File: config.mk
export PLATFORM = sky130hd
export DESIGN_NAME = dpm_ctrl
export DESIGN_NICKNAME = d
export VERILOG_FILES = /design/src/design/dpm_pkg.sv /design/src/design/dpm_wake_if.sv /design/src/design/dpm_wake_seq.sv /design/src/design/dpm_ctrl.sv
export SDC_FILE = /design/constraint.sdc
export NUM_CORES = 1
export LEC_CHECK = 0
export BUFFER_PORTS_ARGS = -buffer_cell sky130_fd_sc_hd__clkbuf_2
export CORE_MARGIN = 2
export CORE_UTILIZATION = 44
export CTS_BUF_LIST = sky130_fd_sc_hd__clkbuf_2 sky130_fd_sc_hd__clkbuf_4 sky130_fd_sc_hd__clkbuf_8
export DETAILED_ROUTE_END_ITERATION = 16
export PLACE_DENSITY = 0.7
export SLEW_MARGIN = 20
export SYNTH_ARGS = -nofsm -noshare
export SYNTH_HDL_FRONTEND = slang
export SYNTH_SLANG_ARGS = --single-unit
File: constraint.sdc
create_clock -name clock_i -period 3.1 [get_ports clock_i]
set_input_delay 0.775 -clock clock_i [delete_from_list [all_inputs] [get_ports clock_i]]
set_output_delay 0.775 -clock clock_i [all_outputs]
set_load 0.05 [all_outputs]
File: src/design/dpm_pkg.sv
// constants, codes and state types of the dram power-state controller
// assumes a 125 MHz system clock; all times rounded to whole clock cycles here
package dpm_pkg;

	// clock
	localparam int CLK_PERIOD_NS = 8;

	// timing, in ns as specified, then in cycles
	localparam int ENTRY_QUIET_NS     = 40;
	localparam int LIGHT_REENTRY_NS   = 200;
	localparam int LIGHT_REEXIT_NS    = 200;
	localparam int DEEP_REENTRY_NS    = 800;
	localparam int DEEP_REEXIT_NS     = 800;
	localparam int CHAN_STABLE_NS     = 400;
	localparam int WAKE_QUIET_NS      = 40;
	localparam int LIGHT_LIMIT_NS     = 10000;
	localparam int LIGHT_MARGIN_CYC   = 64;

	localparam logic [7:0]  ENTRY_QUIET_CYC   = 8'((ENTRY_QUIET_NS + CLK_PERIOD_NS - 1) / CLK_PERIOD_NS);
	localparam logic [7:0]  LIGHT_REENTRY_CYC = 8'((LIGHT_REENTRY_NS + CLK_PERIOD_NS - 1) / CLK_PERIOD_NS);
	localparam logic [7:0]  LIGHT_REEXIT_CYC  = 8'((LIGHT_REEXIT_NS + CLK_PERIOD_NS - 1) / CLK_PERIOD_NS);
	localparam logic [7:0]  DEEP_REENTRY_CYC  = 8'((DEEP_REENTRY_NS + CLK_PERIOD_NS - 1) / CLK_PERIOD_NS);
	localparam logic [7:0]  DEEP_REEXIT_CYC   = 8'((DEEP_REEXIT_NS + CLK_PERIOD_NS - 1) / CLK_PERIOD_NS);
	localparam logic [6:0]  CHAN_STABLE_CYC   = 7'((CHAN_STABLE_NS + CLK_PERIOD_NS - 1) / CLK_PERIOD_NS);
	localparam logic [7:0]  WAKE_QUIET_CYC    = 8'((WAKE_QUIET_NS + CLK_PERIOD_NS - 1) / CLK_PERIOD_NS);
	localparam logic [10:0] LIGHT_WAKE_AT_CYC = 11'(LIGHT_LIMIT_NS / CLK_PERIOD_NS - LIGHT_MARGIN_CYC);

	// serial clock made here: half period in system cycles, wake steps
	localparam logic [1:0] SCK_HALF_LAST = 2'h3;
	localparam logic [2:0] WAKE_LAST_STEP = 3'h5;

	// software register indices
	localparam logic [3:0] REG_CMD    = 4'h0;
	localparam logic [3:0] REG_CFG    = 4'h1;
	localparam logic [3:0] REG_STATUS = 4'h2;

	// command register fields
	localparam int CMD_CODE_LSB = 0;
	localparam int CMD_BCAST    = 4;

	// configuration register fields and reset value
	localparam int CFG_WAKE_SEL   = 0;
	localparam int CFG_SLOT_SEL   = 1;
	localparam int CFG_LIGHT_SR   = 2;
	localparam int CFG_FRAME_LSB  = 3;
	localparam int CFG_AUTO_RENAP = 7;
	localparam int CFG_DEV_LSB    = 8;
	localparam logic [15:0] CFG_RESET = 16'h00BA;

	// status register fields
	localparam int ST_PWR_LSB  = 0;
	localparam int ST_BUSY     = 6;
	localparam int ST_REFUSED  = 7;
	localparam int ST_COND     = 8;
	localparam int ST_CHAN_OK  = 9;
	localparam int ST_RENAP    = 10;

	// software commands
	localparam logic [3:0] CMD_ACTIVATE  = 4'h1;
	localparam logic [3:0] CMD_ATTENTION = 4'h2;
	localparam logic [3:0] CMD_ROW_RELAX = 4'h3;
	localparam logic [3:0] CMD_COL_RELAX = 4'h4;
	localparam logic [3:0] CMD_LOAD      = 4'h5;
	localparam logic [3:0] CMD_STORE     = 4'h6;
	localparam logic [3:0] CMD_LIGHT     = 4'h7;
	localparam logic [3:0] CMD_DEEP      = 4'h8;
	localparam logic [3:0] CMD_COND      = 4'h9;
	localparam logic [3:0] CMD_WAKE      = 4'hA;

	// row packet operations
	localparam logic [2:0] ROW_OP_ACTIVATE = 3'h1;
	localparam logic [2:0] ROW_OP_ATTENTION_STATE     = 3'h2;
	localparam logic [2:0] ROW_OP_RELAX    = 3'h3;
	localparam logic [2:0] ROW_OP_LIGHT    = 3'h4;
	localparam logic [2:0] ROW_OP_DEEP     = 3'h5;
	localparam logic [2:0] ROW_OP_COND     = 3'h6;

	// column packet operations
	localparam logic [2:0] COL_OP_RETIRE = 3'h1;
	localparam logic [2:0] COL_OP_PRECH  = 3'h2;
	localparam logic [2:0] COL_OP_RELAX  = 3'h3;
	localparam logic [2:0] COL_OP_LOAD   = 3'h4;
	localparam logic [2:0] COL_OP_STORE  = 3'h5;

	// mirrored power state of the device
	typedef enum logic [5:0] {
		deep_sleep_state      = 6'h01,
		standby_state         = 6'h02,
		attention_state       = 6'h04,
		attention_read_state  = 6'h08,
		attention_write_state = 6'h10,
		light_sleep_state     = 6'h20
	} dpm_pwr_t;

	// controller sequencing state
	typedef enum logic [5:0] {
		seq_idle   = 6'h01,
		seq_retire = 6'h02,
		seq_prech  = 6'h04,
		seq_req    = 6'h08,
		seq_quiet  = 6'h10,
		seq_wake   = 6'h20
	} dpm_seq_t;

endpackage

File: src/design/dpm_wake_if.sv
// hand-off between the power-state controller and its serial wake sequencer
// both ends run on the same system clock
`timescale 1ns/1ns
`default_nettype none
interface dpm_wake_if;
	logic       start;
	logic       deep;
	logic [5:0] dev;
	logic       wake_select_bit;
	logic       slot;
	logic       done;

	modport ctl (output start, output deep, output dev, output wake_select_bit, output slot, input done);
	modport seq (input start, input deep, input dev, input wake_select_bit, input slot, output done);
endinterface
`default_nettype wire

File: src/design/dpm_wake_seq.sv
// serial wake sequencer: makes the serial clock and the command, serial
// input and device-number pattern; started by the controller, one pulse done
`timescale 1ns/1ns
`default_nettype none
module dpm_wake_seq (
	// clock and reset
	input  wire logic     clock_i,
	input  wire logic     rst_b_i,
	// controller side
	dpm_wake_if.seq       wk,
	// serial pins
	output logic          sck_o,
	output logic          cmd_o,
	output logic          serial_input_zero_o,
	output logic [5:0]    dqa_o,
	output logic          dqa_oe_o
);
	logic       active_q, active_d;
	logic [2:0] step_q, step_d;
	logic [1:0] half_q, half_d;
	logic       deep_q, deep_d;
	logic [5:0] dev_q, dev_d;
	logic       psx_q, psx_d;
	logic       slot_q, slot_d;
	logic       sck_d, cmd_d, sio_d, oe_d, done_d;
	logic [5:0] dqa_d;
	logic       done_q;

	always_comb begin
		logic [2:0] nstep;
		logic       drive;
		logic       apply;
		nstep    = step_q;
		drive    = 1'b0;
		apply    = 1'b0;
		active_d = active_q;
		step_d   = step_q;
		half_d   = half_q;
		deep_d   = deep_q;
		dev_d    = dev_q;
		psx_d    = psx_q;
		slot_d   = slot_q;
		sck_d    = sck_o;
		cmd_d    = cmd_o;
		sio_d    = serial_input_zero_o;
		oe_d     = dqa_oe_o;
		dqa_d    = dqa_o;
		done_d   = 1'b0;
		if (!active_q) begin
			if (wk.start) begin
				active_d = 1'b1;
				deep_d   = wk.deep;
				dev_d    = wk.dev;
				psx_d    = wk.wake_select_bit;
				slot_d   = wk.slot;
				half_d   = 2'h0;
				nstep    = 3'h0;
				apply    = 1'b1;
			end
		end else if (half_q != dpm_pkg::SCK_HALF_LAST) begin
			half_d = half_q + 2'h1;
		end else if (step_q == dpm_pkg::WAKE_LAST_STEP) begin
			active_d = 1'b0;
			done_d   = 1'b1;
		end else begin
			half_d = 2'h0;
			nstep  = step_q + 3'h1;
			apply  = 1'b1;
		end
		if (apply) begin
			step_d = nstep;
			// edges: rise at step 0, falls at 1, 3 and 5, rises at 2 and 4
			sck_d  = ~nstep[0];
			// 0 seen at the fall, 1 at the following rise
			cmd_d  = (nstep == 3'h1);
			sio_d  = (nstep <= 3'h1) ? (active_d ? deep_d : 1'b0) : 1'b0;
			// number stands across the rise 0.5 or 1.5 cycles after the fall
			drive  = !psx_d && (slot_d ? (nstep == 3'h3 || nstep == 3'h4) : (nstep == 3'h1 || nstep == 3'h2));
			oe_d   = drive;
			dqa_d  = drive ? dev_d : 6'h00;
		end
	end

	always_ff @(posedge clock_i) begin
		if (!rst_b_i) begin
			active_q <= 1'b0;
			step_q   <= 3'h0;
			half_q   <= 2'h0;
			deep_q   <= 1'b0;
			dev_q    <= 6'h00;
			psx_q    <= 1'b0;
			slot_q   <= 1'b0;
			sck_o    <= 1'b0;
			cmd_o    <= 1'b0;
			serial_input_zero_o   <= 1'b0;
			dqa_oe_o <= 1'b0;
			dqa_o    <= 6'h00;
			done_q   <= 1'b0;
		end else begin
			active_q <= active_d;
			step_q   <= step_d;
			half_q   <= half_d;
			deep_q   <= deep_d;
			dev_q    <= dev_d;
			psx_q    <= psx_d;
			slot_q   <= slot_d;
			sck_o    <= sck_d;
			cmd_o    <= cmd_d;
			serial_input_zero_o   <= sio_d;
			dqa_oe_o <= oe_d;
			dqa_o    <= dqa_d;
			done_q   <= done_d;
		end
	end

	assign wk.done = done_q;
endmodule
`default_nettype wire

File: src/design/dpm_ctrl.sv
// power-state controller for one packet-driven dram device
// assumes a software port on the system clock and a channel-clock-stable
// level from outside that domain; row and column packets leave as strobes
//
// Chosen here: the address map and the plain strobed port.
`timescale 1ns/1ns
`default_nettype none
module dpm_ctrl (
	// clock and reset
	input  wire logic        clock_i,
	input  wire logic        rst_b_i,
	// software register port
	input  wire logic [3:0]  reg_addr_i,
	input  wire logic [15:0] reg_wdata_i,
	input  wire logic        reg_wr_i,
	input  wire logic        reg_rd_i,
	output logic [15:0]      reg_rdata_o,
	// channel clock status
	input  wire logic        chan_clk_stable_i,
	// row packets
	output logic             row_valid_o,
	output logic [2:0]       row_op_o,
	output logic             row_bcast_o,
	output logic [5:0]       row_dev_o,
	// column packets
	output logic             col_valid_o,
	output logic [2:0]       col_op_o,
	output logic [5:0]       col_dev_o,
	// serial pins
	output logic             sck_o,
	output logic             cmd_o,
	output logic             serial_input_zero_o,
	output logic [5:0]       dqa_o,
	output logic             dqa_oe_o
);
	dpm_wake_if wk_if ();

	dpm_pkg::dpm_pwr_t pwr_q, pwr_d;
	dpm_pkg::dpm_seq_t seq_q, seq_d;
	logic [15:0] cfg_q, cfg_d;
	logic [15:0] rdata_d;
	logic        refused_q, refused_d;
	logic        cond_q, cond_d;
	logic        renap_q, renap_d;
	logic [2:0]  kind_q, kind_d;
	logic [7:0]  guard_q, guard_d;
	logic [7:0]  tmr_q, tmr_d;
	logic [3:0]  frame_q, frame_d;
	logic [10:0] nap_q, nap_d;
	logic [6:0]  stab_q, stab_d;
	logic        sync1_q, sync2_q;
	logic        wstart_q, wstart_d, wdeep_q, wdeep_d;
	logic        row_valid_d, row_bcast_d, col_valid_d;
	logic [2:0]  row_op_d, col_op_d;
	logic [5:0]  dev;

	assign dev = cfg_q[dpm_pkg::CFG_DEV_LSB +: 6];

	always_comb begin
		logic       cmd_go;
		logic       bcast;
		logic       awake;
		logic       attention_state_like;
		logic       chan_ok;
		logic       sleep_go;
		logic [3:0] code;
		cmd_go      = reg_wr_i && (reg_addr_i == dpm_pkg::REG_CMD);
		bcast       = reg_wdata_i[dpm_pkg::CMD_BCAST];
		code        = reg_wdata_i[dpm_pkg::CMD_CODE_LSB +: 4];
		awake       = pwr_q != dpm_pkg::deep_sleep_state && pwr_q != dpm_pkg::light_sleep_state;
		attention_state_like   = awake && pwr_q != dpm_pkg::standby_state;
		chan_ok     = stab_q == dpm_pkg::CHAN_STABLE_CYC;
		sleep_go    = 1'b0;
		pwr_d       = pwr_q;
		seq_d       = seq_q;
		cfg_d       = cfg_q;
		cond_d      = cond_q;
		renap_d     = renap_q;
		kind_d      = kind_q;
		wstart_d    = 1'b0;
		wdeep_d     = wdeep_q;
		row_valid_d = 1'b0;
		row_op_d    = row_op_o;
		row_bcast_d = row_bcast_o;
		col_valid_d = 1'b0;
		col_op_d    = col_op_o;
		guard_d     = (guard_q != 8'h00) ? guard_q - 8'h01 : 8'h00;
		tmr_d       = (tmr_q != 8'h00) ? tmr_q - 8'h01 : 8'h00;
		frame_d     = (frame_q != 4'h0) ? frame_q - 4'h1 : 4'h0;
		// light sleep residency, wrapping to zero after 7FF
		nap_d       = (pwr_q == dpm_pkg::light_sleep_state && nap_q != 11'h7FF) ? nap_q + 11'h001 : 11'h000;
		// stability must be seen continuously before a wake
		stab_d      = !sync2_q ? 7'h00 : (chan_ok ? stab_q : stab_q + 7'h01);
		// status read clears the refusal flag; a new refusal below wins
		refused_d   = refused_q && !(reg_rd_i && reg_addr_i == dpm_pkg::REG_STATUS);
		if (reg_wr_i && reg_addr_i == dpm_pkg::REG_CFG) begin
			cfg_d = reg_wdata_i;
		end
		if (cmd_go && seq_q != dpm_pkg::seq_idle) begin
			refused_d = 1'b1;
		end
		unique case (seq_q)
			dpm_pkg::seq_idle: begin
				if (pwr_q == dpm_pkg::light_sleep_state && nap_q >= dpm_pkg::LIGHT_WAKE_AT_CYC
				    && guard_q == 8'h00 && chan_ok) begin
					// limit near: wake now, sleep again later if enabled
					wstart_d = 1'b1;
					wdeep_d  = 1'b0;
					renap_d  = cfg_q[dpm_pkg::CFG_AUTO_RENAP];
					seq_d    = dpm_pkg::seq_wake;
				end else if (renap_q && awake && guard_q == 8'h00) begin
					renap_d  = 1'b0;
					kind_d   = dpm_pkg::ROW_OP_LIGHT;
					seq_d    = dpm_pkg::seq_retire;
				end else if (cmd_go) begin
					unique case (code)
						dpm_pkg::CMD_ACTIVATE, dpm_pkg::CMD_ATTENTION: begin
							if (!awake) begin
								refused_d = 1'b1;
							end else begin
								row_valid_d = 1'b1;
								row_bcast_d = bcast;
								row_op_d    = (code == dpm_pkg::CMD_ACTIVATE) ? dpm_pkg::ROW_OP_ACTIVATE
								                                              : dpm_pkg::ROW_OP_ATTENTION_STATE;
								if (code == dpm_pkg::CMD_ACTIVATE) begin
									cond_d = 1'b0;
								end
								if (!bcast) begin
									frame_d = cfg_q[dpm_pkg::CFG_FRAME_LSB +: 4];
									if (pwr_q == dpm_pkg::standby_state) begin
										pwr_d = dpm_pkg::attention_state;
									end
								end
								// broadcast: power state untouched
							end
						end
						dpm_pkg::CMD_ROW_RELAX: begin
							if (!awake) begin
								refused_d = 1'b1;
							end else begin
								row_valid_d = 1'b1;
								row_bcast_d = bcast;
								row_op_d    = dpm_pkg::ROW_OP_RELAX;
								pwr_d       = dpm_pkg::standby_state;
							end
						end
						dpm_pkg::CMD_COL_RELAX, dpm_pkg::CMD_LOAD, dpm_pkg::CMD_STORE: begin
							// column framing not ready yet after activation
							if (!awake || frame_q != 4'h0) begin
								refused_d = 1'b1;
							end else begin
								col_valid_d = 1'b1;
								if (code == dpm_pkg::CMD_COL_RELAX) begin
									col_op_d = dpm_pkg::COL_OP_RELAX;
									pwr_d    = dpm_pkg::standby_state;
								end else if (code == dpm_pkg::CMD_LOAD) begin
									col_op_d = dpm_pkg::COL_OP_LOAD;
									if (attention_state_like) begin
										pwr_d = dpm_pkg::attention_read_state;
									end
								end else begin
									col_op_d = dpm_pkg::COL_OP_STORE;
									if (attention_state_like) begin
										pwr_d = dpm_pkg::attention_write_state;
									end
								end
							end
						end
						dpm_pkg::CMD_LIGHT, dpm_pkg::CMD_DEEP, dpm_pkg::CMD_COND: begin
							// only from standby or an attention state (plain, read or write), and not inside a guard
							if (!awake || guard_q != 8'h00) begin
								refused_d = 1'b1;
							end else begin
								sleep_go = 1'b1;
								kind_d   = (code == dpm_pkg::CMD_LIGHT) ? dpm_pkg::ROW_OP_LIGHT :
								           (code == dpm_pkg::CMD_DEEP) ? dpm_pkg::ROW_OP_DEEP : dpm_pkg::ROW_OP_COND;
								seq_d    = dpm_pkg::seq_retire;
							end
						end
						dpm_pkg::CMD_WAKE: begin
							// channel clocks must have been stable first
							if (awake || guard_q != 8'h00 || !chan_ok) begin
								refused_d = 1'b1;
							end else begin
								wstart_d = 1'b1;
								wdeep_d  = pwr_q == dpm_pkg::deep_sleep_state;
								renap_d  = 1'b0;
								seq_d    = dpm_pkg::seq_wake;
							end
						end
						default: begin
							refused_d = 1'b1;
						end
					endcase
				end
			end
			dpm_pkg::seq_retire: begin
				col_valid_d = 1'b1;
				col_op_d    = dpm_pkg::COL_OP_RETIRE;
				// without self-refresh in light sleep banks may stay open
				if (kind_q != dpm_pkg::ROW_OP_DEEP && !cfg_q[dpm_pkg::CFG_LIGHT_SR]) begin
					seq_d = dpm_pkg::seq_req;
				end else begin
					seq_d = dpm_pkg::seq_prech;
				end
			end
			dpm_pkg::seq_prech: begin
				col_valid_d = 1'b1;
				col_op_d    = dpm_pkg::COL_OP_PRECH;
				seq_d       = dpm_pkg::seq_req;
			end
			dpm_pkg::seq_req: begin
				row_valid_d = 1'b1;
				row_bcast_d = 1'b0;
				row_op_d    = kind_q;
				tmr_d       = dpm_pkg::ENTRY_QUIET_CYC;
				seq_d       = dpm_pkg::seq_quiet;
				if (kind_q == dpm_pkg::ROW_OP_DEEP) begin
					pwr_d   = dpm_pkg::deep_sleep_state;
					guard_d = dpm_pkg::DEEP_REEXIT_CYC;
				end else if (kind_q == dpm_pkg::ROW_OP_LIGHT || cond_q) begin
					pwr_d   = dpm_pkg::light_sleep_state;
					guard_d = dpm_pkg::LIGHT_REEXIT_CYC;
				end
				if (kind_q == dpm_pkg::ROW_OP_LIGHT) begin
					cond_d = 1'b1;
				end
			end
			dpm_pkg::seq_quiet: begin
				// nothing leaves on row or column until the window closes
				if (tmr_q == 8'h00) begin
					seq_d = dpm_pkg::seq_idle;
				end
			end
			dpm_pkg::seq_wake: begin
				if (wk_if.done) begin
					pwr_d   = dpm_pkg::standby_state;
					guard_d = wdeep_q ? dpm_pkg::DEEP_REENTRY_CYC : dpm_pkg::LIGHT_REENTRY_CYC;
					tmr_d   = dpm_pkg::WAKE_QUIET_CYC;
					seq_d   = dpm_pkg::seq_quiet;
				end
			end
			default: begin
				seq_d = dpm_pkg::seq_idle;
			end
		endcase
		if (sleep_go) begin
			renap_d = 1'b0;
		end
		// read data in the cycle after the strobe only
		rdata_d = 16'h0000;
		if (reg_rd_i) begin
			if (reg_addr_i == dpm_pkg::REG_CFG) begin
				rdata_d = cfg_q;
			end else if (reg_addr_i == dpm_pkg::REG_STATUS) begin
				rdata_d[dpm_pkg::ST_PWR_LSB +: 6] = pwr_q;
				rdata_d[dpm_pkg::ST_BUSY]         = seq_q != dpm_pkg::seq_idle;
				rdata_d[dpm_pkg::ST_REFUSED]      = refused_q;
				rdata_d[dpm_pkg::ST_COND]         = cond_q;
				rdata_d[dpm_pkg::ST_CHAN_OK]      = chan_ok;
				rdata_d[dpm_pkg::ST_RENAP]        = renap_q;
			end
		end
	end

	always_ff @(posedge clock_i) begin
		if (!rst_b_i) begin
			// mirror starts where the serial reset leaves the device
			pwr_q       <= dpm_pkg::deep_sleep_state;
			seq_q       <= dpm_pkg::seq_idle;
			cfg_q       <= dpm_pkg::CFG_RESET;
			reg_rdata_o <= 16'h0000;
			refused_q   <= 1'b0;
			cond_q      <= 1'b0;
			renap_q     <= 1'b0;
			kind_q      <= dpm_pkg::ROW_OP_LIGHT;
			guard_q     <= 8'h00;
			tmr_q       <= 8'h00;
			frame_q     <= 4'h0;
			nap_q       <= 11'h000;
			stab_q      <= 7'h00;
			sync1_q     <= 1'b0;
			sync2_q     <= 1'b0;
			wstart_q    <= 1'b0;
			wdeep_q     <= 1'b0;
			row_valid_o <= 1'b0;
			row_op_o    <= 3'h0;
			row_bcast_o <= 1'b0;
			row_dev_o   <= 6'h00;
			col_valid_o <= 1'b0;
			col_op_o    <= 3'h0;
			col_dev_o   <= 6'h00;
		end else begin
			pwr_q       <= pwr_d;
			seq_q       <= seq_d;
			cfg_q       <= cfg_d;
			reg_rdata_o <= rdata_d;
			refused_q   <= refused_d;
			cond_q      <= cond_d;
			renap_q     <= renap_d;
			kind_q      <= kind_d;
			guard_q     <= guard_d;
			tmr_q       <= tmr_d;
			frame_q     <= frame_d;
			nap_q       <= nap_d;
			stab_q      <= stab_d;
			sync1_q     <= chan_clk_stable_i;
			sync2_q     <= sync1_q;
			wstart_q    <= wstart_d;
			wdeep_q     <= wdeep_d;
			row_valid_o <= row_valid_d;
			row_op_o    <= row_op_d;
			row_bcast_o <= row_bcast_d;
			row_dev_o   <= dev;
			col_valid_o <= col_valid_d;
			col_op_o    <= col_op_d;
			col_dev_o   <= dev;
		end
	end

	assign wk_if.start = wstart_q;
	assign wk_if.deep  = wdeep_q;
	assign wk_if.dev   = dev;
	assign wk_if.wake_select_bit   = cfg_q[dpm_pkg::CFG_WAKE_SEL];
	assign wk_if.slot  = cfg_q[dpm_pkg::CFG_SLOT_SEL];

	dpm_wake_seq u_wake (
		.clock_i  (clock_i),
		.rst_b_i  (rst_b_i),
		.wk       (wk_if),
		.sck_o    (sck_o),
		.cmd_o    (cmd_o),
		.serial_input_zero_o   (serial_input_zero_o),
		.dqa_o    (dqa_o),
		.dqa_oe_o (dqa_oe_o)
	);
endmodule
`default_nettype wire

# [Word-level counts from Yosys, hierarchy flattened]
# Index checks and enable logic that the tools add are counted.
[op_classes] addsub=7 order_cmp=2 eq_ne=66 n_mux=152 bitwise_logic=4 reduce_logical=65
[ops] operator="2-to-1 mux 6 bit" n=25
[ops] operator="2-to-1 mux 1 bit" n=69
[ops] operator="2-to-1 mux 3 bit" n=19
[ops] operator="2-to-1 mux 8 bit" n=6
[ops] operator="2-to-1 mux 4 bit" n=9
[ops] operator="case mux 6 bit (3 select lines)" n=2
[ops] operator="case mux 6 bit (6 select lines)" n=1
[ops] operator="case mux 8 bit (2 select lines)" n=2
[ops] operator="!= test 3 bit, second input constant" n=9
[ops] operator="!= test 2 bit, second input constant" n=13
[ops] operator="2-to-1 mux 11 bit" n=2
[ops] operator="AND reduction 6 bit" n=3
[ops] operator="== test 4 x 3 -> 1 bit, second input constant" n=4
[ops] operator="zero test 8 bit" n=2
[ops] operator="nonzero test 8 bit" n=2
[ops] operator="subtractor 8 x 1 -> 8 bit, second input constant" n=2
[ops] operator="logical AND 1 bit" n=15
[ops] operator="2-to-1 mux 2 bit" n=7
[ops] operator="AND reduction 13 bit" n=1
[ops] operator="== test 3 bit, second input constant" n=4
[ops] operator="== test 4 x 2 -> 1 bit, second input constant" n=3
[ops] operator="== test 4 bit, second input constant" n=3
[ops] operator="== test 6 x 1 -> 1 bit, second input constant" n=2
[ops] operator="== test 6 x 2 -> 1 bit, second input constant" n=2
[ops] operator="other kinds (46)" n=89
[word_totals] reg_bits=133 inputBits=25 output_inout_bits=47 word_cells=333

# [Logic depth before layout (Yosys ltp)]
# Gate-level depths: netlist of run 1.
[depth] word_depth=12 depth_mapped=9

# [Cells and area by module]
# From an unflattened synthesis of run 1, not the netlist that was laid out.
[hier_totals] cells_unflattened=670 hier_area_um2=5921.9
[by_module_without_submodules] module="dpm_ctrl" n_inst=1 cells_each=556 area_each_um2=4849.7 seq_area_each_um2=2122.0
[by_module_without_submodules] module="dpm_wake_seq" n_inst=1 cells_each=114 area_each_um2=1072.3 seq_area_each_um2=520.5

# [Worst setup path after synthesis of run 1]
# Ideal clock, no wire load.
[synth_timing] path_kind="input-to-reg" startpoint="input port reg_wdata_i[2]" endpoint="register pwr_q[0]" setup_ps=122 arrival_time_ps=2194 t_required_ps=2978 slack_ps=784 cell_stages=8 path_buffers=2 path_cell_list="clkbuf_1 nor2b_1 and4_1 a2111oi_0 a211oi_2 nand2b_1 buf_2 a221o_1"
[synth_between] elab_chain_len=9 elab_cells_between_ends=24 cone_classes="eq/ne (13); mux (8); reduce/logical (3)"
[synth_lines] element="start: declaration" line_no="dpm_ctrl.sv:14" text="input wire logic [15:0] reg_wdata_i,"
[synth_lines] element="== test 4 x 3 -> 1 bit" line_no="dpm_ctrl.sv:116, dpm_ctrl.sv:156"
[synth_lines] element="2-to-1 mux 6 bit" line_no="dpm_ctrl.sv:156" text="end else if (code == dpm_pkg::CMD_LOAD) begin"
[synth_lines] element="2-to-1 mux 6 bit" line_no="dpm_ctrl.sv:153" text="if (code == dpm_pkg::CMD_COL_RELAX) begin"
[synth_lines] element="2-to-1 mux 6 bit" line_no="dpm_ctrl.sv:149" text="if (!awake || frame_q != 4'h0) begin"
[synth_lines] element="case mux 6 bit (3 select lines)" line_no="dpm_ctrl.sv:116" text="unique case (code)"
[synth_lines] element="2-to-1 mux 6 bit" line_no="dpm_ctrl.sv:115" text="end else if (cmd_go) begin"
[synth_lines] element="2-to-1 mux 6 bit" line_no="dpm_ctrl.sv:111" text="end else if (renap_q && awake && guard_q == 8'h00) begin"
[synth_lines] element="2-to-1 mux 6 bit" line_no="dpm_ctrl.sv:104" text="if (pwr_q == dpm_pkg::light_sleep_state && nap_q >= dpm_pkg::LIGHT_WAKE_AT_CYC"
[synth_lines] element="case mux 6 bit (3 select lines)" line_no="dpm_ctrl.sv:102" text="unique case (seq_q)"
[synth_lines] element="end signal: assignment" line_no="dpm_ctrl.sv:269" text="pwr_q <= dpm_pkg::deep_sleep_state;"
[synth_lines] element="end signal: assignment" line_no="dpm_ctrl.sv:294" text="pwr_q <= pwr_d;"
[synth_lines] element="end: declaration" line_no="dpm_ctrl.sv:38" text="dpm_pkg::dpm_pwr_t pwr_q, pwr_d;"
# Several ways; a longest one is shown, not always the timed one. The select of a mux whose other input is x is not followed.
# A chain may end at the register's enable or synchronous reset.

# [Worst setup path in the final report of run 1]
[layout_timing] startpoint="register guard_q[0]" endpoint="register row_op_o[1]"
[layout_between] elab_chain_len=5 elab_cells_between_ends=7 cone_classes="eq/ne (2); reduce/logical (5)"
[layout_lines] element="start: declaration" line_no="dpm_ctrl.sv:46" text="logic [7:0] guard_q, guard_d;"
[layout_lines] element="start signal: assignment" line_no="dpm_ctrl.sv:302" text="guard_q <= guard_d;"
[layout_lines] element="zero test 8 bit *" line_no="dpm_ctrl.sv:105, dpm_ctrl.sv:111"
[layout_lines] element="logical AND 1 bit (2 in series)" line_no="dpm_ctrl.sv:105" text="&& guard_q == 8'h00 && chan_ok) begin"
[layout_lines] element="!= test 2 bit (no line)"
[layout_lines] element="AND reduction 7 bit (no line) *"
[layout_lines] element="end signal: assignment" line_no="dpm_ctrl.sv:312" text="row_op_o <= row_op_d;"
[layout_lines] element="end: declaration" line_no="dpm_ctrl.sv:22" text="output logic [2:0] row_op_o,"
# Every way passes the cells marked *; elsewhere a longest branch is shown, timed or not.

==> out/results.ini, run 1 <==
[setup_path]
crit_required_ps = 3430
startpoint = guard_q[0]
cp_max_fo = 6
crit_arrival_ps = 3020
crit_type = reg -> reg
cp-end-kind = flop
timing.rr.start = guard_q[0]
startpoint_type = flop
cp-endpoint = row_op_o[1]
r2r_end = row_op_o[1]
worstRegToRegCells = 8
r2r_setup_slack_ps = 420

[synth]
ys_types = 69
yosysTopAreaCellShare = 0.4509
syn_area_mm2 = 0.005861
syn-num-nets = 715
synth_commonest_cells = dfxtp_1, nand2_1, nor2_1
synthArstFlopShare = 0
synth_edf_count = 0
yosysTopAreaCell = dfxtp_1
ys.flop_type = dfxtp_1
ys_ff_latch = 132
avgSynthCellArea_um2 = 8.631
ys_seq_area_frac = 0.4509
yosysMostFrequentCell = dfxtp_1
ys_top_cells_by_area = dfxtp_1, nand2_1, nor2_1
synthCells = 679
yosys_warnings = 0

[sta]
final-max-slew-violation-count = 0
min_period_over_period = 0.8652
rsz0062_at_grt = no
hold_viol_final = 0
slew_headroom = 0.5049
min_period_ps = 2682
whs_ps = 440.7
worstMarginPinSlew_ps = 724.0
max_freq_mhz = 372.8
fin_tns_setup_ps = 0
clock_skew_ps = 12.77
setup-violations-final = 0

[cells_and_area]
antenna_cells = 0
utilization = 0.5132
nets = 780
fill_cells = 1268
regArea_mm2 = 0.002643
post-route-cell-area_mm2 = 0.006743
multi_input_area_mm2 = 0.002978
drive_gt1_frac = 0.1810
area_growth_pct = 15.05
stdcell_count = 933

[clock_network]
cts-root-buf = clkbuf_8
cts_hold_buf = 0
cts_sinks = 132
cts_tree = built
post-cts-setup-buffers = 0
clkTransAtPathRegs_ps = 90
insertion_delay_ps = 450
cts_made_buffers = 17
cts_resized = 0
htreeDepth = 4
ctsLongestPathBuffers = 2

[placement]
gp_congestion = 0.9699
postPlaceCellArea_mm2 = 0.006350
dpl.cell_count = 901
dpl.hpwl_um = 10920
port_buffers = 71

[power]
combPwrFrac = 0.143
p_leak_uw = 0.002714
power.switching_uw = 1146
switching_share = 0.2996
power.internal_uw = 2679
p_per_area_mw_per_mm2 = 567.2
p_seq_frac = 0.481
clock_power_share = 0.375
ir_drop_mv = 0.3576

[floorplanning]
die_y_um = 119.4
io_pins = 72
core_area_mm2 = 0.01314
rows = 42
die_w_um = 119.4
floorplan.initialDensity = 0.4461
die-area_mm2 = 0.01426

[global_route]
grt_overflow = 0
antenna_found_initial = 0
grt_use_total = 0.2129
grt_pass1_wl_um = 23790
grt_pass1_vias = 4847
grt_max_degree = 31

[route]
wirelength_um = 14640
vias_per_cell = 5.416
num_vias = 5053
drcViolationCount = 0
first_iter_violations = 434
ant_nets = 0
wl_per_cell_um = 15.69
drtPass1Iterations = 7

[flow_run]
drv_cap = 0

[status]
status = complete, no violations

[worst_hold_path]
hold_class = reg -> reg
whs_path_depth = 1

## how the worst min path moves through the flow
stage	start	to	slack, ps
6_report	sync1_q	sync2_q	440
5_1_grt	cfg_q[14]	reg_rdata_o[14]	480
4_1_cts	sync1_q	sync2_q	450
3_5_place_dp	sync1_q	sync2_q	420
3_3_place_gp	sync1_q	sync2_q	420
2_1_floorplan	sync1_q	sync2_q	410
## layout by cell type, fill, tap and decap left out, drive strengths merged, types with 8 or more instances in the layout
| master | synthesis | layout |
|---|---|---|
| nor3 | 21 | 21 |
| inv | 15 | 25 |
| buf | 14 | 13 |
| clkbuf | 24 | 88 |
| and2 | 22 | 22 |
| nand3 | 18 | 18 |
| xor2 | 12 | 12 |
| nor3b | 9 | 9 |
| dfxtp | 132 | 132 |
| nor2 | 83 | 83 |
| and3 | 10 | 10 |
| a21oi | 39 | 39 |
| nand2b | 9 | 9 |
| nand2 | 95 | 95 |
| xnor2 | 20 | 20 |
| ha | 11 | 11 |
| o21ai | 27 | 27 |
| mux2i | 14 | 14 |
| a211oi | 8 | 8 |
| a22o | 18 | 18 |
## power by group through the flow
stage	Sequential (uW)	Clock (uW)	Combinational, uW
final	1840	1440	549
after global routing	1850	1550	627
after CTS	1840	1480	552
after detailed placement	1880	0	548
after global placement	1880	0	529
after floorplan	1870	0	430
## through the flow
| step | setup WS (ps) | power, uW |
|---|---|---|
| finish | 417.8 | 3825 |
| global route | 264.0 | 4030 |
| CTS | 465.6 | 3868 |
| detailed placement | 470.2 | 2427 |
| global placement | 507.4 | 2405 |
| floorplan | 784.4 | 2298 |
## state kept, by name, indices dropped and copies added, names as in the netlist, 4 cells and up
register	count
u_wake.dqa_o	6
nap_q	11
pwr_q	6
frame_q	4
col_dev_o	6
tmr_q	8
reg_rdata_o	16
guard_q	8
stab_q	7
u_wake.dev_q	6
seq_q	6
cfg_q	16
## worst max-delay path: stages (launching register included)
cell      delay (ps)
dfxtp_1          320
inv_1            110
ha_1             170
or4bb_1          540
a211oi_2         450
nor3_1           170
a21oi_1          500
a311o_1          240
a21oi_1           80
## cells by family after synthesis
family | Yosys count | share of synthesized area
and+or+nand+nor | 309 | 0.2649
adders and majority gates | 11 | 0.02348
DFF | 132 | 0.4509
muxes | 14 | 0.02391
xor gates and xnor gates | 32 | 0.04782
AOI/OAI and AO/OA | 128 | 0.1480
buffers and inverters | 53 | 0.04099
## area by class of cell
| type | count | share of cell area |
|---|---|---|
| clock buffer | 17 | 0.03470 |
| clock inverter | 15 | 0.02357 |
| inverter | 15 | 0.008350 |
| multi-input combinational | 494 | 0.4416 |
| sequential | 132 | 0.3919 |
| tap | 176 | 0.03266 |
| timing repair buffer | 84 | 0.06717 |
## layer usage
layer / GRT usage / part of all wire
met1: 0.2779 / 0.46
met2: 0.3301 / 0.45
met3: 0.06178 / 0.056
met4: 0.08824 / 0.028
met5: 0 / 0
(Power assumes the default switching activity.)
==> inputs of run 2 (changes only) <==
Settings changed: BUFFER_PORTS_ARGS -buffer_cell sky130_fd_sc_hd__clkbuf_2 to -buffer_cell sky130_fd_sc_hd__buf_2.
==> run 2 against run 1 <==
  * Clock skew down 2.1 ps
  * First-iteration DRC count shrank 12%
  * Highest routed layer unchanged
  * Sequential power hardly changed
  * Fmax is 0.80% lower
  * Sequential share of layout area fell by 0.22 points
  * Non-clock buffer count shrank 3
==> out/results.ini, run 2 (synthesized netlist as in run 1, its figures left out) <==
[route]
wirelength_um = 14800  ; +1.1%
first_iter_violations = 382  ; -12%
drtPass1Iterations = 5  ; -2
wl_per_cell_um = 15.91  ; +1.4%
vias_per_cell = 5.513  ; +1.8%
ant_nets = 0  ; unchanged
num_vias = 5127  ; +1.5%
drcViolationCount = 0  ; unchanged

[cells_and_area]
layout_commonest_cell = dfxtp_1
utilization = 0.5161  ; +0.002857
antenna_cells = 0  ; unchanged
drive_gt1_frac = 0.1777  ; -0.003259
nets = 777  ; -0.38%
stdcell_count = 930  ; -0.32%
top_regs = cfg_q (16), reg_rdata_o (16), nap_q (11)
layout_common_cells = dfxtp_1, nand2_1, nor2_1
area_growth_pct = 15.69
post-route-cell-area_mm2 = 0.006780  ; +0.56%

[clock_network]
cts_resized = 0  ; unchanged
cts_sinks = 132  ; unchanged
htreeDepth = 4  ; unchanged
cts-root-buf = clkbuf_8
cts_hold_buf = 0  ; unchanged
clkTransAtPathRegs_ps = 80  ; about the same
post-cts-setup-buffers = 0  ; unchanged
cts_tree = built
cts_made_buffers = 17  ; unchanged
insertion_delay_ps = 450  ; about the same
ctsLongestPathBuffers = 2  ; unchanged

[setup_path]
crit_required_ps = 3470  ; +40 ps
cp_max_fo = 8  ; +2
timing.rr.start = guard_q[0]
crit_arrival_ps = 3070  ; +50 ps
r2r_setup_slack_ps = 400  ; -20 ps
worstRegToRegCells = 8  ; unchanged
startpoint_type = flop
cp-end-kind = flop
crit_type = reg -> reg
startpoint = guard_q[0]

[power]
ir_drop_mv = 0.4360  ; +22%
p_leak_uw = 0.002768  ; +2.0%
p_per_area_mw_per_mm2 = 594.1  ; +4.7%

[sta]
worstMarginPinSlew_ps = 807.8  ; +83.80 ps
hold_viol_final = 0  ; unchanged
setup-violations-final = 0  ; unchanged
max_freq_mhz = 369.8  ; -0.80%
rsz0062_at_grt = no
min_period_ps = 2704  ; +21.68 ps
whs_ps = 436.6  ; -4.119 ps
clock_skew_ps = 10.70  ; -2.068 ps
slew_headroom = 0.4565  ; -0.04835
final-max-slew-violation-count = 0  ; unchanged
min_period_over_period = 0.8722  ; +0.006994
fin_tns_setup_ps = 0  ; unchanged

[global_route]
grt_max_degree = 31  ; unchanged
grt_pass1_vias = 4885  ; +0.78%
antenna_found_initial = 0  ; unchanged
grt_use_met1 = 0.2819  ; +0.004036
grt_pass1_wl_um = 24240  ; +1.9%
grt_overflow = 0  ; unchanged
use_met2 = 0.3459  ; +0.01580
grt_use_total = 0.2153  ; +0.002397
grt_use_met3 = 0.05795  ; -0.003831
grt.busiest_layer = met2

[placement]
gp_congestion = 1.001  ; +3.2%
port_buffers = 71  ; unchanged
dpl.hpwl_um = 10950  ; +0.30%
postPlaceCellArea_mm2 = 0.006327  ; -0.35%
dpl.cell_count = 898  ; -0.33%

[floorplanning]
io_pins = 72  ; unchanged
die_w_um = 119.4  ; unchanged
floorplan.initialDensity = 0.4461  ; unchanged
core_area_mm2 = 0.01314  ; unchanged
rows = 42  ; unchanged
die-area_mm2 = 0.01426  ; unchanged
die_y_um = 119.4  ; unchanged

[worst_hold_path]
hold_path.startpoint = sync1_q
whs_path_depth = 1  ; unchanged
hold_class = reg -> reg

[flow_run]
drv_cap = 0  ; unchanged

[status]
status = complete, no violations

[run 2: cell types whose count changed in the layout (fill, tap and decap cells not counted), sizes merged]
cell	previous run	this run
clkbuf	88	17
inv	25	21
clkinv	1	3
buf	13	81
bufinv	1	4
clkinvlp	3	2
[run 2: where the power goes]
group / total [uW] / internal [uW] / switching, uW
Clock: 1640 / 899 / 741
Sequential: 1840 / 1770 / 69.0
Combinational: 545 / 234 / 311
[run 2: routing by layer]
metal / wire length [um] / part of all wire
met1: 6721 / 0.45
met2: 6964 / 0.47
met3: 875 / 0.059
met4: 235 / 0.016
met5: 0 / 0
[run 2: layout make-up]
cell class,instances,area [um2]
fillers,1245,6357
well taps,176,220.2
inverters,15,56.30
flip-flops and latches,132,2643
multi-input cells,494,2978
clock inverters,15,219.0
repair buffers,81,430.4
clock buffers,17,234.0
[run 2: per-stage QoR]
stage	power, uW	setup WS, ps
4_1_cts	4059	474.8
6_report	4028	396.2
3_3_place_gp	2408	533.2
3_5_place_dp	2424	488.9
5_1_grt	4236	222.0
2_1_floorplan	2298	784.4
[run 2: worst paths after layout]
check                             endpoint
worst min register to register     sync2_q
worst max register to register  frame_q[3]
worst min-delay path               sync2_q
worst max-delay path            frame_q[3]
[run 2: critical path, cell delays in order, from the launching register on]
cell and delay [ps]:
dfxtp_1 320, inv_1 100, ha_1 160, or3b_2 490, nor4_4 400, nand4_1 400
and4_1 370, nand2_2 150, mux2i_1 230
